## src/verilog/mon_defines.svh

```systemverilog
// Offsets, field positions, reset values and timing of the monitor register bank
`ifndef MON_DEFINES_SVH
`define MON_DEFINES_SVH
// ------------------------------------------------------------
// Register indices; byte address is four times the index
// ------------------------------------------------------------
`define IDX_W 6
`define IDX_RESULT 6'h01
`define IDX_CODE_A 6'h01
`define IDX_CODE_D 6'h04
`define IDX_DIODE_ONE 6'h02
`define IDX_DIODE_TWO 6'h03
`define IDX_INTERNAL 6'h04
`define IDX_ALERT_A 6'h05
`define IDX_ALERT_B 6'h06
`define IDX_ALERT_C 6'h07
`define IDX_SEQ 6'h08
`define IDX_CFG 6'h09
// ------------------------------------------------------------
// Fields and reset values
// ------------------------------------------------------------
`define CODE_W 12
`define TEMP_W 11
`define SEQ_W 6
`define CFG_RESET 16'h0000
`define CFG_BIT_CLR 1
`define CFG_BIT_PIN 2
`define CFG_BIT_AUTO 12
`define ALERT_B_MASK 8'h3f
`define CHID_DIODE_ONE 3'b110
`define CHID_DIODE_TWO 3'b111
`define INT_PAD 4'h0
`define C_BIT_OVERTEMP 6
`define C_BIT_OPEN 7
`define RESP_OKAY 2'b00
`define RESP_SLVERR 2'b10
// ------------------------------------------------------------
// Timing
// ------------------------------------------------------------
`define REFRESH_US 5000
`define CLK_MHZ 40
`endif

```

## src/verilog/mon_pkg.sv

```systemverilog
// Types shared by the monitor register bank modules
package mon_pkg;
  typedef struct packed {
    logic [2:0] flag;
    logic [1:0] open;
    logic [2:0][10:0] val;
    logic [2:0] req;
    logic [7:0] set;
  } temp_st_t;

  typedef struct packed {
    logic [23:0] status;
  } alert_st_t;

  typedef struct packed {
    logic aw_hold;
    logic [5:0] aw_idx;
    logic w_hold;
    logic [15:0] wdata;
    logic [1:0] wstrb;
    logic bvalid;
    logic [1:0] bresp;
    logic rvalid;
    logic [1:0] rresp;
    logic [15:0] rdata;
    logic [3:0][11:0] code;
    logic [3:0] code_load;
    logic [5:0] seq;
    logic [15:0] cfg;
    logic [23:0] clr;
  } main_st_t;
endpackage

```

## src/verilog/mon_if.sv

```systemverilog
// Carriers between the register bank and its temperature and alert units
`timescale 1ns/1ps
interface temp_if;
  logic [2:0][15:0] word;
  logic [7:0] set;
  modport unit (output word, set);
  modport bank (input word, set);
endinterface

interface alert_if;
  logic [23:0] set;
  logic [23:0] clr;
  logic [23:0] status;
  modport unit (input set, clr, output status);
  modport bank (output set, clr, input status);
endinterface

```

## src/verilog/temp_unit.sv

```systemverilog
// Temperature result capture and periodic refresh request
`timescale 1ns/1ps
`include "mon_defines.svh"
module temp_unit import mon_pkg::*; #(
  parameter int REFRESH_CYCLES = `REFRESH_US * `CLK_MHZ
) (
  // Clock and reset
  input wire logic clock_in,
  input wire logic resetn_in,
  // Conversion results
  input wire logic conv_done_in,
  input wire logic [1:0] conv_chan_in,
  input wire logic [10:0] conv_value_in,
  input wire logic conv_low_in,
  input wire logic conv_high_in,
  input wire logic conv_open_in,
  input wire logic conv_overtemp_in,
  // Requests and results
  output logic [2:0] conv_request_out,
  temp_if.unit tif
);
  localparam int CW = $clog2(REFRESH_CYCLES);
  temp_st_t s, n;
  logic [CW-1:0] cnt_r, cnt_nxt;
  logic trip;

  // ------------------------------------------------------------
  // Capture and refresh
  // ------------------------------------------------------------
  always_comb begin
    n = s;
    n.req = 3'h0;
    n.set = 8'h00;
    trip = conv_low_in | conv_high_in | conv_overtemp_in;
    // Each channel is asked for a fresh conversion once per period
    if (cnt_r == CW'(REFRESH_CYCLES - 1)) begin
      cnt_nxt = '0;
      n.req = 3'h7;
    end else begin
      cnt_nxt = cnt_r + 1'b1;
    end
    if (conv_done_in && conv_chan_in != 2'h3) begin
      n.val[conv_chan_in] = conv_value_in;
      if (conv_chan_in != 2'h2) begin
        n.open[conv_chan_in[0]] = conv_open_in;
        trip = trip | conv_open_in;
        n.set[`C_BIT_OPEN] = conv_open_in;
      end
      // Flag and cause are recorded in the same cycle
      n.flag[conv_chan_in] = trip;
      n.set[{conv_chan_in, 1'b0}] = conv_low_in;
      n.set[{conv_chan_in, 1'b1}] = conv_high_in;
      n.set[`C_BIT_OVERTEMP] = conv_overtemp_in;
    end
  end

  always_ff @(posedge clock_in or negedge resetn_in) begin
    if (!resetn_in) begin
      s <= '0;
      cnt_r <= '0;
    end else begin
      s <= n;
      cnt_r <= cnt_nxt;
    end
  end

  // ------------------------------------------------------------
  // Result words
  // ------------------------------------------------------------
  assign tif.word[0] = {s.flag[0], `CHID_DIODE_ONE, s.open[0], s.val[0]};
  assign tif.word[1] = {s.flag[1], `CHID_DIODE_TWO, s.open[1], s.val[1]};
  assign tif.word[2] = {s.flag[2], `INT_PAD, s.val[2]};
  assign tif.set = s.set;
  assign conv_request_out = s.req;
endmodule

```

## src/verilog/alert_unit.sv

```systemverilog
// Sticky alert status for the three alert registers
`timescale 1ns/1ps
`include "mon_defines.svh"
module alert_unit import mon_pkg::*; (
  // Clock and reset
  input wire logic clock_in,
  input wire logic resetn_in,
  // Events and clears
  alert_if.unit aif
);
  alert_st_t s, n;
  logic [23:0] mask;

  // ------------------------------------------------------------
  // Status update
  // ------------------------------------------------------------
  always_comb begin
    mask = {8'hff, `ALERT_B_MASK, 8'hff};
    // Bits stay until cleared; a new event beats a clear in the same cycle
    n.status = ((s.status & ~aif.clr) | aif.set) & mask;
  end

  always_ff @(posedge clock_in or negedge resetn_in) begin
    if (!resetn_in) begin
      s <= '0;
    end else begin
      s <= n;
    end
  end

  assign aif.status = s.status;
endmodule

```

## src/verilog/monitor_result_alert_regs.sv

```systemverilog
// Monitor result, converter code and alert register bank on AXI4-Lite
//
// The AXI4-Lite interface to the registers is this design's own decision.
`timescale 1ns/1ps
`include "mon_defines.svh"
module monitor_result_alert_regs import mon_pkg::*; #(
  parameter int REFRESH_CYCLES = `REFRESH_US * `CLK_MHZ
) (
  // Clock and reset
  input wire logic clock_in,
  input wire logic resetn_in,
  // AXI4-Lite write address
  input wire logic awvalid_in,
  output logic awready_out,
  input wire logic [7:0] awaddr_in,
  // AXI4-Lite write data
  input wire logic wvalid_in,
  output logic wready_out,
  input wire logic [31:0] wdata_in,
  input wire logic [3:0] wstrb_in,
  // AXI4-Lite write response
  output logic bvalid_out,
  input wire logic bready_in,
  output logic [1:0] bresp_out,
  // AXI4-Lite read address
  input wire logic arvalid_in,
  output logic arready_out,
  input wire logic [7:0] araddr_in,
  // AXI4-Lite read data
  output logic rvalid_out,
  input wire logic rready_in,
  output logic [31:0] rdata_out,
  output logic [1:0] rresp_out,
  // Conversion results from the measurement path
  input wire logic conv_done_in,
  input wire logic [1:0] conv_chan_in,
  input wire logic [10:0] conv_value_in,
  input wire logic conv_low_in,
  input wire logic conv_high_in,
  input wire logic conv_open_in,
  input wire logic conv_overtemp_in,
  // Limit events of voltage and current channels
  input wire logic [7:0] volt_alert_in,
  input wire logic [5:0] curr_alert_in,
  // Temperature refresh requests
  output logic [2:0] conv_request_out,
  // Converter codes
  output logic [11:0] output_converter_a_out,
  output logic [11:0] output_converter_b_out,
  output logic [11:0] output_converter_c_out,
  output logic [11:0] output_converter_d_out,
  output logic [3:0] code_load_out,
  // Mode outputs
  output logic [5:0] channel_select_out,
  output logic [15:0] config_out,
  output logic autocycle_enable_out,
  output logic alert_pin_enable_out
);
  main_st_t s, n;
  temp_if tif();
  alert_if aif();
  logic [15:0] cfg_new;
  logic [15:0] code_new;
  logic [16:0] rd;

  // ------------------------------------------------------------
  // Helpers
  // ------------------------------------------------------------
  // Merges the two byte lanes of a 16-bit word under their strobes
  function automatic logic [15:0] merge16(
    input logic [15:0] old_v,
    input logic [15:0] new_v,
    input logic [1:0] strb
  );
    logic [15:0] r;
    r = old_v;
    if (strb[1]) begin
      r[15:8] = new_v[15:8];
    end
    if (strb[0]) begin
      r[7:0] = new_v[7:0];
    end
    return r;
  endfunction

  // True for an index that lies in the bank
  function automatic logic idx_ok(input logic [5:0] idx);
    return idx >= `IDX_RESULT && idx <= `IDX_CFG;
  endfunction

  // True for an index whose write reaches a converter
  function automatic logic is_code_idx(input logic [5:0] idx);
    return idx >= `IDX_CODE_A && idx <= `IDX_CODE_D;
  endfunction

  // Converter slot of a write index, slot zero being converter A
  function automatic logic [1:0] code_slot(input logic [5:0] idx);
    return idx[1:0] - 2'd1;
  endfunction

  // Bits that a write clears in an 8-bit alert register; only lane 0 counts
  function automatic logic [7:0] clear_bits(
    input logic [15:0] data,
    input logic [1:0] strb,
    input logic [7:0] keep
  );
    logic [7:0] r;
    r = strb[0] ? data[7:0] : 8'h00;
    return r & keep;
  endfunction

  // Read word for an index, error in bit 16
  function automatic logic [16:0] rd_word(
    input logic [5:0] idx,
    input logic [2:0][15:0] tw,
    input logic [23:0] st,
    input logic [5:0] seq,
    input logic [15:0] cfg
  );
    logic [16:0] r;
    r = 17'h00000;
    unique case (idx)
      `IDX_DIODE_ONE: begin
        r[15:0] = tw[0];
      end
      `IDX_DIODE_TWO: begin
        r[15:0] = tw[1];
      end
      `IDX_INTERNAL: begin
        r[15:0] = tw[2];
      end
      `IDX_ALERT_A: begin
        r[7:0] = st[7:0];
      end
      `IDX_ALERT_B: begin
        r[7:0] = st[15:8];
      end
      `IDX_ALERT_C: begin
        r[7:0] = st[23:16];
      end
      `IDX_SEQ: begin
        r[5:0] = seq;
      end
      `IDX_CFG: begin
        r[15:0] = cfg;
      end
      // The shared result register is served elsewhere; reads zero here
      `IDX_RESULT: begin
        r[15:0] = 16'h0000;
      end
      default: begin
        r[16] = 1'b1;
      end
    endcase
    return r;
  endfunction

  // ------------------------------------------------------------
  // Units
  // ------------------------------------------------------------
  // Results and refresh requests of the three temperature channels
  temp_unit #(
    .REFRESH_CYCLES(REFRESH_CYCLES)
  ) u_temp (
    .clock_in(clock_in),
    .resetn_in(resetn_in),
    .conv_done_in(conv_done_in),
    .conv_chan_in(conv_chan_in),
    .conv_value_in(conv_value_in),
    .conv_low_in(conv_low_in),
    .conv_high_in(conv_high_in),
    .conv_open_in(conv_open_in),
    .conv_overtemp_in(conv_overtemp_in),
    .conv_request_out(conv_request_out),
    .tif(tif.unit)
  );

  // One sticky store holds all 24 alert bits
  alert_unit u_alert (
    .clock_in(clock_in),
    .resetn_in(resetn_in),
    .aif(aif.unit)
  );

  // Events of all three registers meet in one sticky store
  assign aif.set = {tif.set, 2'b00, curr_alert_in, volt_alert_in};
  assign aif.clr = s.clr;

  // ------------------------------------------------------------
  // Handshake outputs
  // ------------------------------------------------------------
  // One write and one read at a time; new write beats wait until the write response is accepted, a new read until its data is accepted
  // A beat held for its partner blocks a second beat on that channel
  assign awready_out = !s.aw_hold && !s.bvalid;
  assign wready_out = !s.w_hold && !s.bvalid;
  assign arready_out = !s.rvalid;

  // ------------------------------------------------------------
  // Bus and register logic
  // ------------------------------------------------------------
  always_comb begin
    n = s;
    n.code_load = 4'h0;
    n.clr = 24'h000000;
    cfg_new = s.cfg;
    code_new = 16'h0000;
    rd = 17'h00000;

    // ------------------------------------------------------------
    // Write address and data
    // ------------------------------------------------------------
    // Address and data may come in either order
    if (awvalid_in && awready_out) begin
      n.aw_hold = 1'b1;
      n.aw_idx = awaddr_in[7:2];
    end
    if (wvalid_in && wready_out) begin
      n.w_hold = 1'b1;
      n.wdata = wdata_in[15:0];
      n.wstrb = wstrb_in[1:0];
    end

    // ------------------------------------------------------------
    // Write commit
    // ------------------------------------------------------------
    if (s.aw_hold && s.w_hold) begin
      n.aw_hold = 1'b0;
      n.w_hold = 1'b0;
      n.bvalid = 1'b1;
      n.bresp = idx_ok(s.aw_idx) ? `RESP_OKAY : `RESP_SLVERR;
      if (is_code_idx(s.aw_idx)) begin
        // Writes here reach the converters; reads of indices 2 to 4 show results, index 1 reads zero
        code_new = merge16({4'h0, s.code[code_slot(s.aw_idx)]}, s.wdata, s.wstrb);
        // The top nibble is dropped, so a converter never sees it
        n.code[code_slot(s.aw_idx)] = code_new[`CODE_W-1:0];
        n.code_load[code_slot(s.aw_idx)] = |s.wstrb;
      end
      // Alert registers are write-one-clear; a set in the same cycle wins
      unique case (s.aw_idx)
        `IDX_ALERT_A: begin
          n.clr[7:0] = clear_bits(s.wdata, s.wstrb, 8'hff);
        end
        `IDX_ALERT_B: begin
          n.clr[15:8] = clear_bits(s.wdata, s.wstrb, `ALERT_B_MASK);
        end
        `IDX_ALERT_C: begin
          n.clr[23:16] = clear_bits(s.wdata, s.wstrb, 8'hff);
        end
        `IDX_SEQ: begin
          if (s.wstrb[0]) begin
            n.seq = s.wdata[5:0];
          end
        end
        `IDX_CFG: begin
          cfg_new = merge16(s.cfg, s.wdata, s.wstrb);
          n.cfg = cfg_new;
          // Both bits set wipes every alert register
          if (cfg_new[`CFG_BIT_CLR] && cfg_new[`CFG_BIT_PIN]) begin
            n.clr = 24'hffffff;
          end
        end
        default: begin
          n.clr = 24'h000000;
        end
      endcase
    end

    if (s.bvalid && bready_in) begin
      n.bvalid = 1'b0;
    end

    // ------------------------------------------------------------
    // Read channel
    // ------------------------------------------------------------
    if (s.rvalid && rready_in) begin
      n.rvalid = 1'b0;
    end
    if (arvalid_in && arready_out) begin
      rd = rd_word(araddr_in[7:2], tif.word, aif.status, s.seq, s.cfg);
      n.rvalid = 1'b1;
      n.rdata = rd[15:0];
      n.rresp = rd[16] ? `RESP_SLVERR : `RESP_OKAY;
    end
  end

  always_ff @(posedge clock_in or negedge resetn_in) begin
    if (!resetn_in) begin
      s <= '0;
      // Configuration comes up cleared, so the alert pin starts disabled
      s.cfg <= `CFG_RESET;
    end else begin
      s <= n;
    end
  end

  // ------------------------------------------------------------
  // Outputs
  // ------------------------------------------------------------
  assign bvalid_out = s.bvalid;
  assign bresp_out = s.bresp;
  assign rvalid_out = s.rvalid;
  assign rresp_out = s.rresp;
  // Narrow registers sit in the low bits, upper lanes read zero
  assign rdata_out = {16'h0000, s.rdata};

  // ------------------------------------------------------------
  // Converter codes
  // ------------------------------------------------------------
  assign output_converter_a_out = s.code[0];
  assign output_converter_b_out = s.code[1];
  assign output_converter_c_out = s.code[2];
  assign output_converter_d_out = s.code[3];
  assign code_load_out = s.code_load;

  // ------------------------------------------------------------
  // Mode outputs
  // ------------------------------------------------------------
  assign channel_select_out = s.seq;
  assign config_out = s.cfg;
  assign autocycle_enable_out = s.cfg[`CFG_BIT_AUTO];
  assign alert_pin_enable_out = s.cfg[`CFG_BIT_PIN];
endmodule

```

## config.mk

```make
export PLATFORM = sky130hd
export DESIGN_NAME = monitor_result_alert_regs
export DESIGN_NICKNAME = d
export VERILOG_FILES = /design/src/verilog/mon_pkg.sv /design/src/verilog/mon_if.sv /design/src/verilog/temp_unit.sv /design/src/verilog/alert_unit.sv /design/src/verilog/monitor_result_alert_regs.sv
export VERILOG_INCLUDE_DIRS = /design/src /design/src/verilog
export SDC_FILE = /design/constraint.sdc
export NUM_CORES = 1
export LEC_CHECK = 0
export BUFFER_PORTS_ARGS = -buffer_cell sky130_fd_sc_hd__clkbuf_2
export CAP_MARGIN = 0
export CORE_MARGIN = 3
export CORE_UTILIZATION = 37
export CTS_CLUSTER_DIAMETER = 100
export DETAILED_ROUTE_END_ITERATION = 12
export GPL_ROUTABILITY_DRIVEN = 0
export PLACE_DENSITY = 0.61
export SLEW_MARGIN = 20
export SYNTH_ARGS = -nofsm -noshare
export SYNTH_HDL_FRONTEND = slang
export SYNTH_SLANG_ARGS = --single-unit
```

## constraint.sdc

```tcl
create_clock -name clock_in -period 3.5 [get_ports clock_in]
set_clock_uncertainty 0.15 [all_clocks]
set_input_delay 0.7 -clock clock_in [delete_from_list [all_inputs] [get_ports clock_in]]
set_output_delay 0.7 -clock clock_in [all_outputs]
set_load 0.02 [all_outputs]
```

* Word-level counts from Yosys, hierarchy flattened
Cells that the tools add are included.
** Storage, ports and cells
- Flip-flop bits (word level) :: 235
- Bits of input ports :: 91
- Output and inout bits :: 120
** Operators by class
- Add/sub/neg operators :: 2
- Magnitude comparators :: 13
- Equal/unequal tests :: 18
- Mux-type cells :: 64
- Bitwise logic cells :: 7
- Reduce and logical (&&, ||, !) cells :: 33
** Operator list (count)
- 8-bit 2-to-1 mux :: 9
- 50-bit 2-to-1 mux :: 1
- 48-bit bitwise mux :: 1
- 6-bit one-hot mux with 8 select lines :: 1
- 8-bit one-hot mux with 2 select lines :: 3
- 6-bit by 3-bit equality test with 1-bit output (second input constant) :: 7
- 19-bit 2-to-1 mux :: 2
- 33-bit bitwise mux :: 1
- 8-bit one-hot mux with 4 select lines :: 1
- 24-bit AND :: 1
- 12-bit binary-select mux with 2-bit select :: 1
- 12-bit demux with 2-bit select :: 1
- 6-bit by 4-bit equality test with 1-bit output (second input constant) :: 4
- 12-bit 2-to-1 mux :: 2
- 24-bit 2-to-1 mux :: 1
- 24-bit NOT :: 1
- 24-bit OR :: 1
- 11-bit demux with 2-bit select :: 1
- 18-bit by 1-bit adder with 18-bit output (second input constant) :: 1
- 18-bit equality test (second input constant) :: 1
- 18-bit 2-to-1 mux :: 1
- 1-bit logical AND :: 17
- 8-bit bitwise mux :: 2
- 16-bit 2-to-1 mux :: 1
- other kinds (34) :: 75

* Logic depth before layout (Yosys ltp)
- Word-level depth :: 8
- Depth in mapped cells :: 8
- Gate-level depth less buffers :: 7

* Modules after synthesis
From an unflattened synthesis, not the netlist that was laid out.
** Unflattened totals
- Cells, all modules :: 916
- Area, all modules :: 11203.2 sq um
** By module, submodules not included
- monitor_result_alert_regs :: instances 1, cells an instance 645, area an instance 7703.6 sq um, seq. area each 3578.4 sq um
- temp_unit :: instances 1, cells an instance 202, area an instance 2682.6 sq um, seq. area each 1626.6 sq um
- alert_unit :: instances 1, cells an instance 69, area an instance 817.0 sq um, seq. area each 550.5 sq um

* Worst setup path before layout
Ideal clock, no wire load.
- Kind :: register to register
- Start point :: register s[139] (netlist bit)
- End point :: register s (netlist bit output_converter_d_out[10])
- Library setup time :: 0.125 ns
- Data arrival time :: 2.088 ns
- Required time :: 3.225 ns
- Setup slack :: 1.137 ns
- Stages on the path, launching flop included :: 8
- Clock period less this slack :: 2.363 ns
- Cell sequence :: dfrtp_1 -> buf_6 -> inv_1 -> ha_1 -> buf_2 -> mux4_2 -> mux2_2 -> mux2_2
** On the way
- Cells in the longest elaborated chain, start to end :: 7
- Elaborated cells on any way between the ends :: 16
- Those cells by class :: add/sub: 1; order compare: 4; mux: 8; reduce/logical: 3
** RTL lines
- start: declaration :: line monitor_result_alert_regs.sv:59 : main_st_t s, n;
- start signal: assignment :: line monitor_result_alert_regs.sv:292 : s <= n;
- 2-bit by 1-bit subtractor with 2-bit output :: line monitor_result_alert_regs.sv:98 : return idx[1:0] - 2'd1;
- 12-bit binary-select mux with 2-bit select :: line monitor_result_alert_regs.sv:233 : code_new = merge16({4'h0, s.code[code_slot(s.aw_idx)]}, s.wdata, s.wstrb);
- 12-bit 2-to-1 mux (not written as such) :: line monitor_result_alert_regs.sv:233
- 4-bit 2-to-1 mux :: line monitor_result_alert_regs.sv:77 : if (strb[1]) begin
- 4-bit 2-to-1 mux :: line monitor_result_alert_regs.sv:231 : if (is_code_idx(s.aw_idx)) begin
- 4-bit 2-to-1 mux :: line monitor_result_alert_regs.sv:226 : if (s.aw_hold && s.w_hold) begin
- 48-bit bitwise mux :: line monitor_result_alert_regs.sv:235 : n.code[code_slot(s.aw_idx)] = code_new[`CODE_W-1:0];
Several ways; a longest one is shown, not always the timed one. The select of a mux whose other input is x is not followed.
A chain may end at the register's enable or synchronous reset.

* Worst setup path after layout
- Start point :: register s[140] (netlist bit)
- End point :: register s (netlist bit output_converter_a_out[9])
Same word-level chain as after synthesis.

==> impl_metrics.sql <==
INSERT INTO impl_metrics (metric_group, metric, value, unit) VALUES
('run_status', 'result_of_the_run', 'complete, but fails checks', ''),
('run_status', 'violations', 'hold timing', ''),
('cts', 'cts.reportedPaths.clkPinSlew', '0.06', 'ns'),
('synth', 'synth-seq-cells', '229', ''),
('cts', 'post_cts_hold_buffer_count', '0', ''),
('critical_path', 'crit_slowest_cell', 'sky130_fd_sc_hd__ha_1', ''),
('timing', 'number_of_hold_violations_in_the_final_report', '1', ''),
('timing', 'share_of_the_clock_period_used_by_the_worst_path_after_layout', '0.6874', ''),
('timing', 'final.setup.tns', '0', 'ns'),
('pwr', 'power.share.combinational', '0.265', ''),
('critical_path', 'crit_arrival', '2.65', 'ns'),
('pwr', 'design_power_total', '8.778', 'mW'),
('critical_path', 'worstPathCellList', 'inv_1 > ha_1 > mux4_2 > mux2_2 > mux2_2', ''),
('cells_and_area', 'post_route_insts_no_fill', '1356', ''),
('timing', 'final_critical_period', '2.406', 'ns'),
('floorplan', 'core_region_area', '28160', 'µm²'),
('detailed_routing', 'firstDrtPassIters', '8', ''),
('timing', 'fin_worst_hold_slack', '-0.00009615', 'ns'),
('critical_path', 'crit_type', 'register to register', ''),
('critical_path', 'setup_crit_start_kind', 'register', ''),
('timing', 'max_slew.worst_pin.slew', '0.9086', 'ns'),
('global_routing', 'grt_max_degree', '88', ''),
('cells_and_area', 'finalNetCount', '1056', ''),
('cells_and_area', 'finalCoreUtilization', '0.4287', ''),
('placed_design', 'portBuffers', '170', ''),
('floorplan', 'fp.dieW', '176.1', 'µm'),
('cells_and_area', 'ff_latch_area', '5731', 'µm²'),
('cts', 'cts_resized', '0', ''),
('global_routing', 'global_route.usage.met1', '0.2271', ''),
('global_routing', 'grt_first_pass_wirelength', '40.43', 'mm'),
('global_routing', 'total_global_routing_track_utilization', '0.1662', ''),
('synth', 'yosysUniqueCellTypes', '58', ''),
('critical_path', 'cpMostUsedCell', 'sky130_fd_sc_hd__mux2_2', ''),
('cells_and_area', 'area_delta_synth_final', '12.84', '%'),
('cells_and_area', 'final_layout_size_suffix_gt1_frac', '0.3916', ''),
('detailed_routing', 'detail-route-antenna-nets', '0', ''),
('critical_path', 'cp-end-kind', 'register', ''),
('pwr', 'leakage_component_of_the_power', '5.704', 'nW'),
('detailed_routing', 'finalWirelength', '25.78', 'mm'),
('hold_path', 'tightest_hold_check_type', 'input pin to asynchronous set/reset pin', ''),
('pwr', 'power_dens_cells', '727.0', 'nW/µm²'),
('cts', 'postCtsSetupBuffers', '0', ''),
('floorplan', 'area_enclosed_by_the_die_boundary', '31000', 'µm²'),
('floorplan', 'start_util', '0.3799', ''),
('global_routing', 'grt.overflow.total', '0', ''),
('detailed_routing', 'via_count', '6695', ''),
('synth', 'syn-cell-area', '10700', 'µm²'),
('critical_path', 'path_buf_inv', '1', ''),
('detailed_routing', 'wl_per_cell', '19.01', 'µm'),
('critical_path', 'critPathRequiredTime', '3.75', 'ns'),
('synth', 'post_synth.cell_area_avg', '12.23', 'µm²'),
('floorplan', 'dieHeight', '176.1', 'µm'),
('pwr', 'switch_pwr', '2.932', 'mW'),
('timing', 'setup_violations', '0', ''),
('cts', 'clk_root_buffer_cell', 'sky130_fd_sc_hd__clkbuf_16', ''),
('detailed_routing', 'route.detailed.drc', '0', ''),
('pwr', 'p_clk_frac', '0.307', ''),
('detailed_routing', 'route.detailed.vias_per_inst', '4.937', ''),
('cells_and_area', 'multi_input_area', '3904', 'µm²'),
('pwr', 'sw_frac_of_total', '0.3340', ''),
('flow_run', 'maxCapViolCount', '0', ''),
('cells_and_area', 'nFillCells', '2680', ''),
('pwr', 'p_seq_frac', '0.428', ''),
('synth', 'synth_top_flop_cell', 'sky130_fd_sc_hd__dfrtp_1', ''),
('floorplan', 'core.rowCount', '61', ''),
('critical_path', 'timing.critical_path.max_delay_family', 'multiplexers', ''),
('cts', 'cts_tree', 'done', ''),
('floorplan', 'floorplan.io_pins', '211', ''),
('synth', 'synthArstFlopShare', '1.000', ''),
('cells_and_area', 'antenna_diode_count', '0', ''),
('synth', 'ys.warnings.count', '0', '');
## cell type report
cell class              instances  share of cell area
flip-flops and latches        229              0.4746
multi-input cells             485              0.3233
repair buffers                184             0.08207
clock buffers                  35             0.05907
well taps                     378             0.03917
clock inverters                10             0.01088
inverters                      35             0.01088
## worst paths after layout
path,to,cells past startpoint,slack (ns),from
worst min-delay path,rdata_out[13],1,-0.0001,resetn_in
worst max register to register,output_converter_a_out[9],5,1.09,s[140]
worst min register to register,u_alert.aif.status[16],1,0.28,u_temp.tif.set[0]
worst max-delay path,output_converter_a_out[9],5,1.09,s[140]
min in group clock_in,u_alert.aif.status[1],2,0.20,volt_alert_in[1]
max in group asynchronous,output_converter_c_out[11],2,2.36,resetn_in
## kinds of logic after synthesis
logic type	after synthesis	share of synthesized area
other	1	0.0003505
AND/OR/NAND/NOR	157	0.08068
buffers and inverters	178	0.1056
AO/OA/AOI/OAI	128	0.07577
XOR/XNOR	14	0.01146
flip-flops	229	0.5355
multiplexers	163	0.1848
adder cells (fa/ha/maj)	5	0.005847
## Yosys cell counts (3+ instances only)
library cell / n / share of area
sky130_fd_sc_hd__a22o_1: 8 / 0.0065
sky130_fd_sc_hd__o22ai_1: 6 / 0.0035
sky130_fd_sc_hd__a21oi_1: 21 / 0.0098
sky130_fd_sc_hd__nor3_1: 4 / 0.0019
sky130_fd_sc_hd__buf_2: 8 / 0.0037
sky130_fd_sc_hd__and3_1: 3 / 0.0018
sky130_fd_sc_hd__a22oi_1: 5 / 0.0035
sky130_fd_sc_hd__and4b_1: 3 / 0.0028
sky130_fd_sc_hd__o21ai_0: 46 / 0.022
sky130_fd_sc_hd__mux2_2: 133 / 0.14
sky130_fd_sc_hd__clkbuf_1: 15 / 0.0053
sky130_fd_sc_hd__nand3_1: 19 / 0.0089
sky130_fd_sc_hd__and4_1: 4 / 0.0033
sky130_fd_sc_hd__nand4_1: 4 / 0.0023
sky130_fd_sc_hd__nor2b_1: 9 / 0.0053
sky130_fd_sc_hd__a21o_1: 23 / 0.016
sky130_fd_sc_hd__nand2_1: 40 / 0.014
sky130_fd_sc_hd__mux4_2: 13 / 0.027
sky130_fd_sc_hd__nor2_1: 36 / 0.013
sky130_fd_sc_hd__dfrtp_1: 229 / 0.54
sky130_fd_sc_hd__inv_1: 35 / 0.012
sky130_fd_sc_hd__a21boi_0: 5 / 0.0035
sky130_fd_sc_hd__mux2i_1: 16 / 0.015
sky130_fd_sc_hd__buf_4: 116 / 0.081
sky130_fd_sc_hd__xnor2_1: 5 / 0.0041
sky130_fd_sc_hd__nand2_2: 5 / 0.0029
sky130_fd_sc_hd__ha_1: 5 / 0.0058
sky130_fd_sc_hd__xor2_1: 9 / 0.0074
sky130_fd_sc_hd__a222oi_1: 5 / 0.0047
sky130_fd_sc_hd__and2_1: 9 / 0.0053
## power groups by stage
stage               clock network (mW)  registers, mW  logic (mW)
finish                            2.70           3.76        2.33
detailed placement                   0           3.82        2.36
CTS                               2.77           3.77        2.37
floorplan                            0           3.57        2.06
global placement                     0           3.79        2.34
global route                      2.88           3.85        2.54
## flip-flops by register name, indices dropped and copies added (netlist names)
| signal | count |
|---|---|
| s | 26 |
| u_temp.tif.set | 8 |
| output_converter_b_out | 12 |
| config_out | 16 |
| u_temp.conv_request_out | 1 |
| rresp_out | 1 |
| rvalid_out | 1 |
| rdata_out | 16 |
| u_alert.aif.status | 22 |
| u_temp.tif.word | 38 |
| output_converter_c_out | 12 |
| u_temp.cnt_r | 18 |
| channel_select_out | 6 |
| aif.clr | 22 |
| bvalid_out | 1 |
| output_converter_d_out | 12 |
| output_converter_a_out | 12 |
| code_load_out | 4 |
| bresp_out | 1 |
## stage by stage
| stage | instance area, µm² | setup slack [ns] | hold WS [ns] |
|---|---|---|---|
| detailed placement | 11230 | 0.8646 | 0.2626 |
| global placement | 11230 | 0.8957 | 0.2574 |
| CTS | 12070 | 1.070 | 0.04605 |
| finish | 12070 | 1.094 | -0.00009615 |
| global route | 12070 | 0.9662 | 0.06598 |
| floorplan | 10760 | 1.137 | 0.2544 |
## worst register-to-register path: cells and delay by family (launching register included)
family     cells  cell delay, ns
fa+ha+maj      1            0.72
buf+inv        1            0.08
flops          1            0.37
mux            3            0.99
## routing by layer
metal	up-vias	share of wire
met5	-	0.0016
met4	6	0.022
met3	39	0.063
met2	190	0.47
met1	3356	0.44
li1	3104	-
## placed cells by master (no fill, tap or decap), types with 6 or more instances in the layout
master                      instances
sky130_fd_sc_hd__a21o_1            23
sky130_fd_sc_hd__a21oi_1           21
sky130_fd_sc_hd__a22o_1             8
sky130_fd_sc_hd__and2_1             9
sky130_fd_sc_hd__buf_4             12
sky130_fd_sc_hd__clkbuf_16         25
sky130_fd_sc_hd__clkbuf_2         169
sky130_fd_sc_hd__conb_1            18
sky130_fd_sc_hd__dfrtp_1          229
sky130_fd_sc_hd__inv_1             35
sky130_fd_sc_hd__mux2_2           133
sky130_fd_sc_hd__mux2i_1           16
sky130_fd_sc_hd__mux4_2            13
sky130_fd_sc_hd__nand2_1           40
sky130_fd_sc_hd__nand3_1           19
sky130_fd_sc_hd__nor2_1            36
sky130_fd_sc_hd__nor2b_1            9
sky130_fd_sc_hd__o21ai_0           46
sky130_fd_sc_hd__o22ai_1            6
sky130_fd_sc_hd__xor2_1             9
Power figures use the tool's default switching activity.
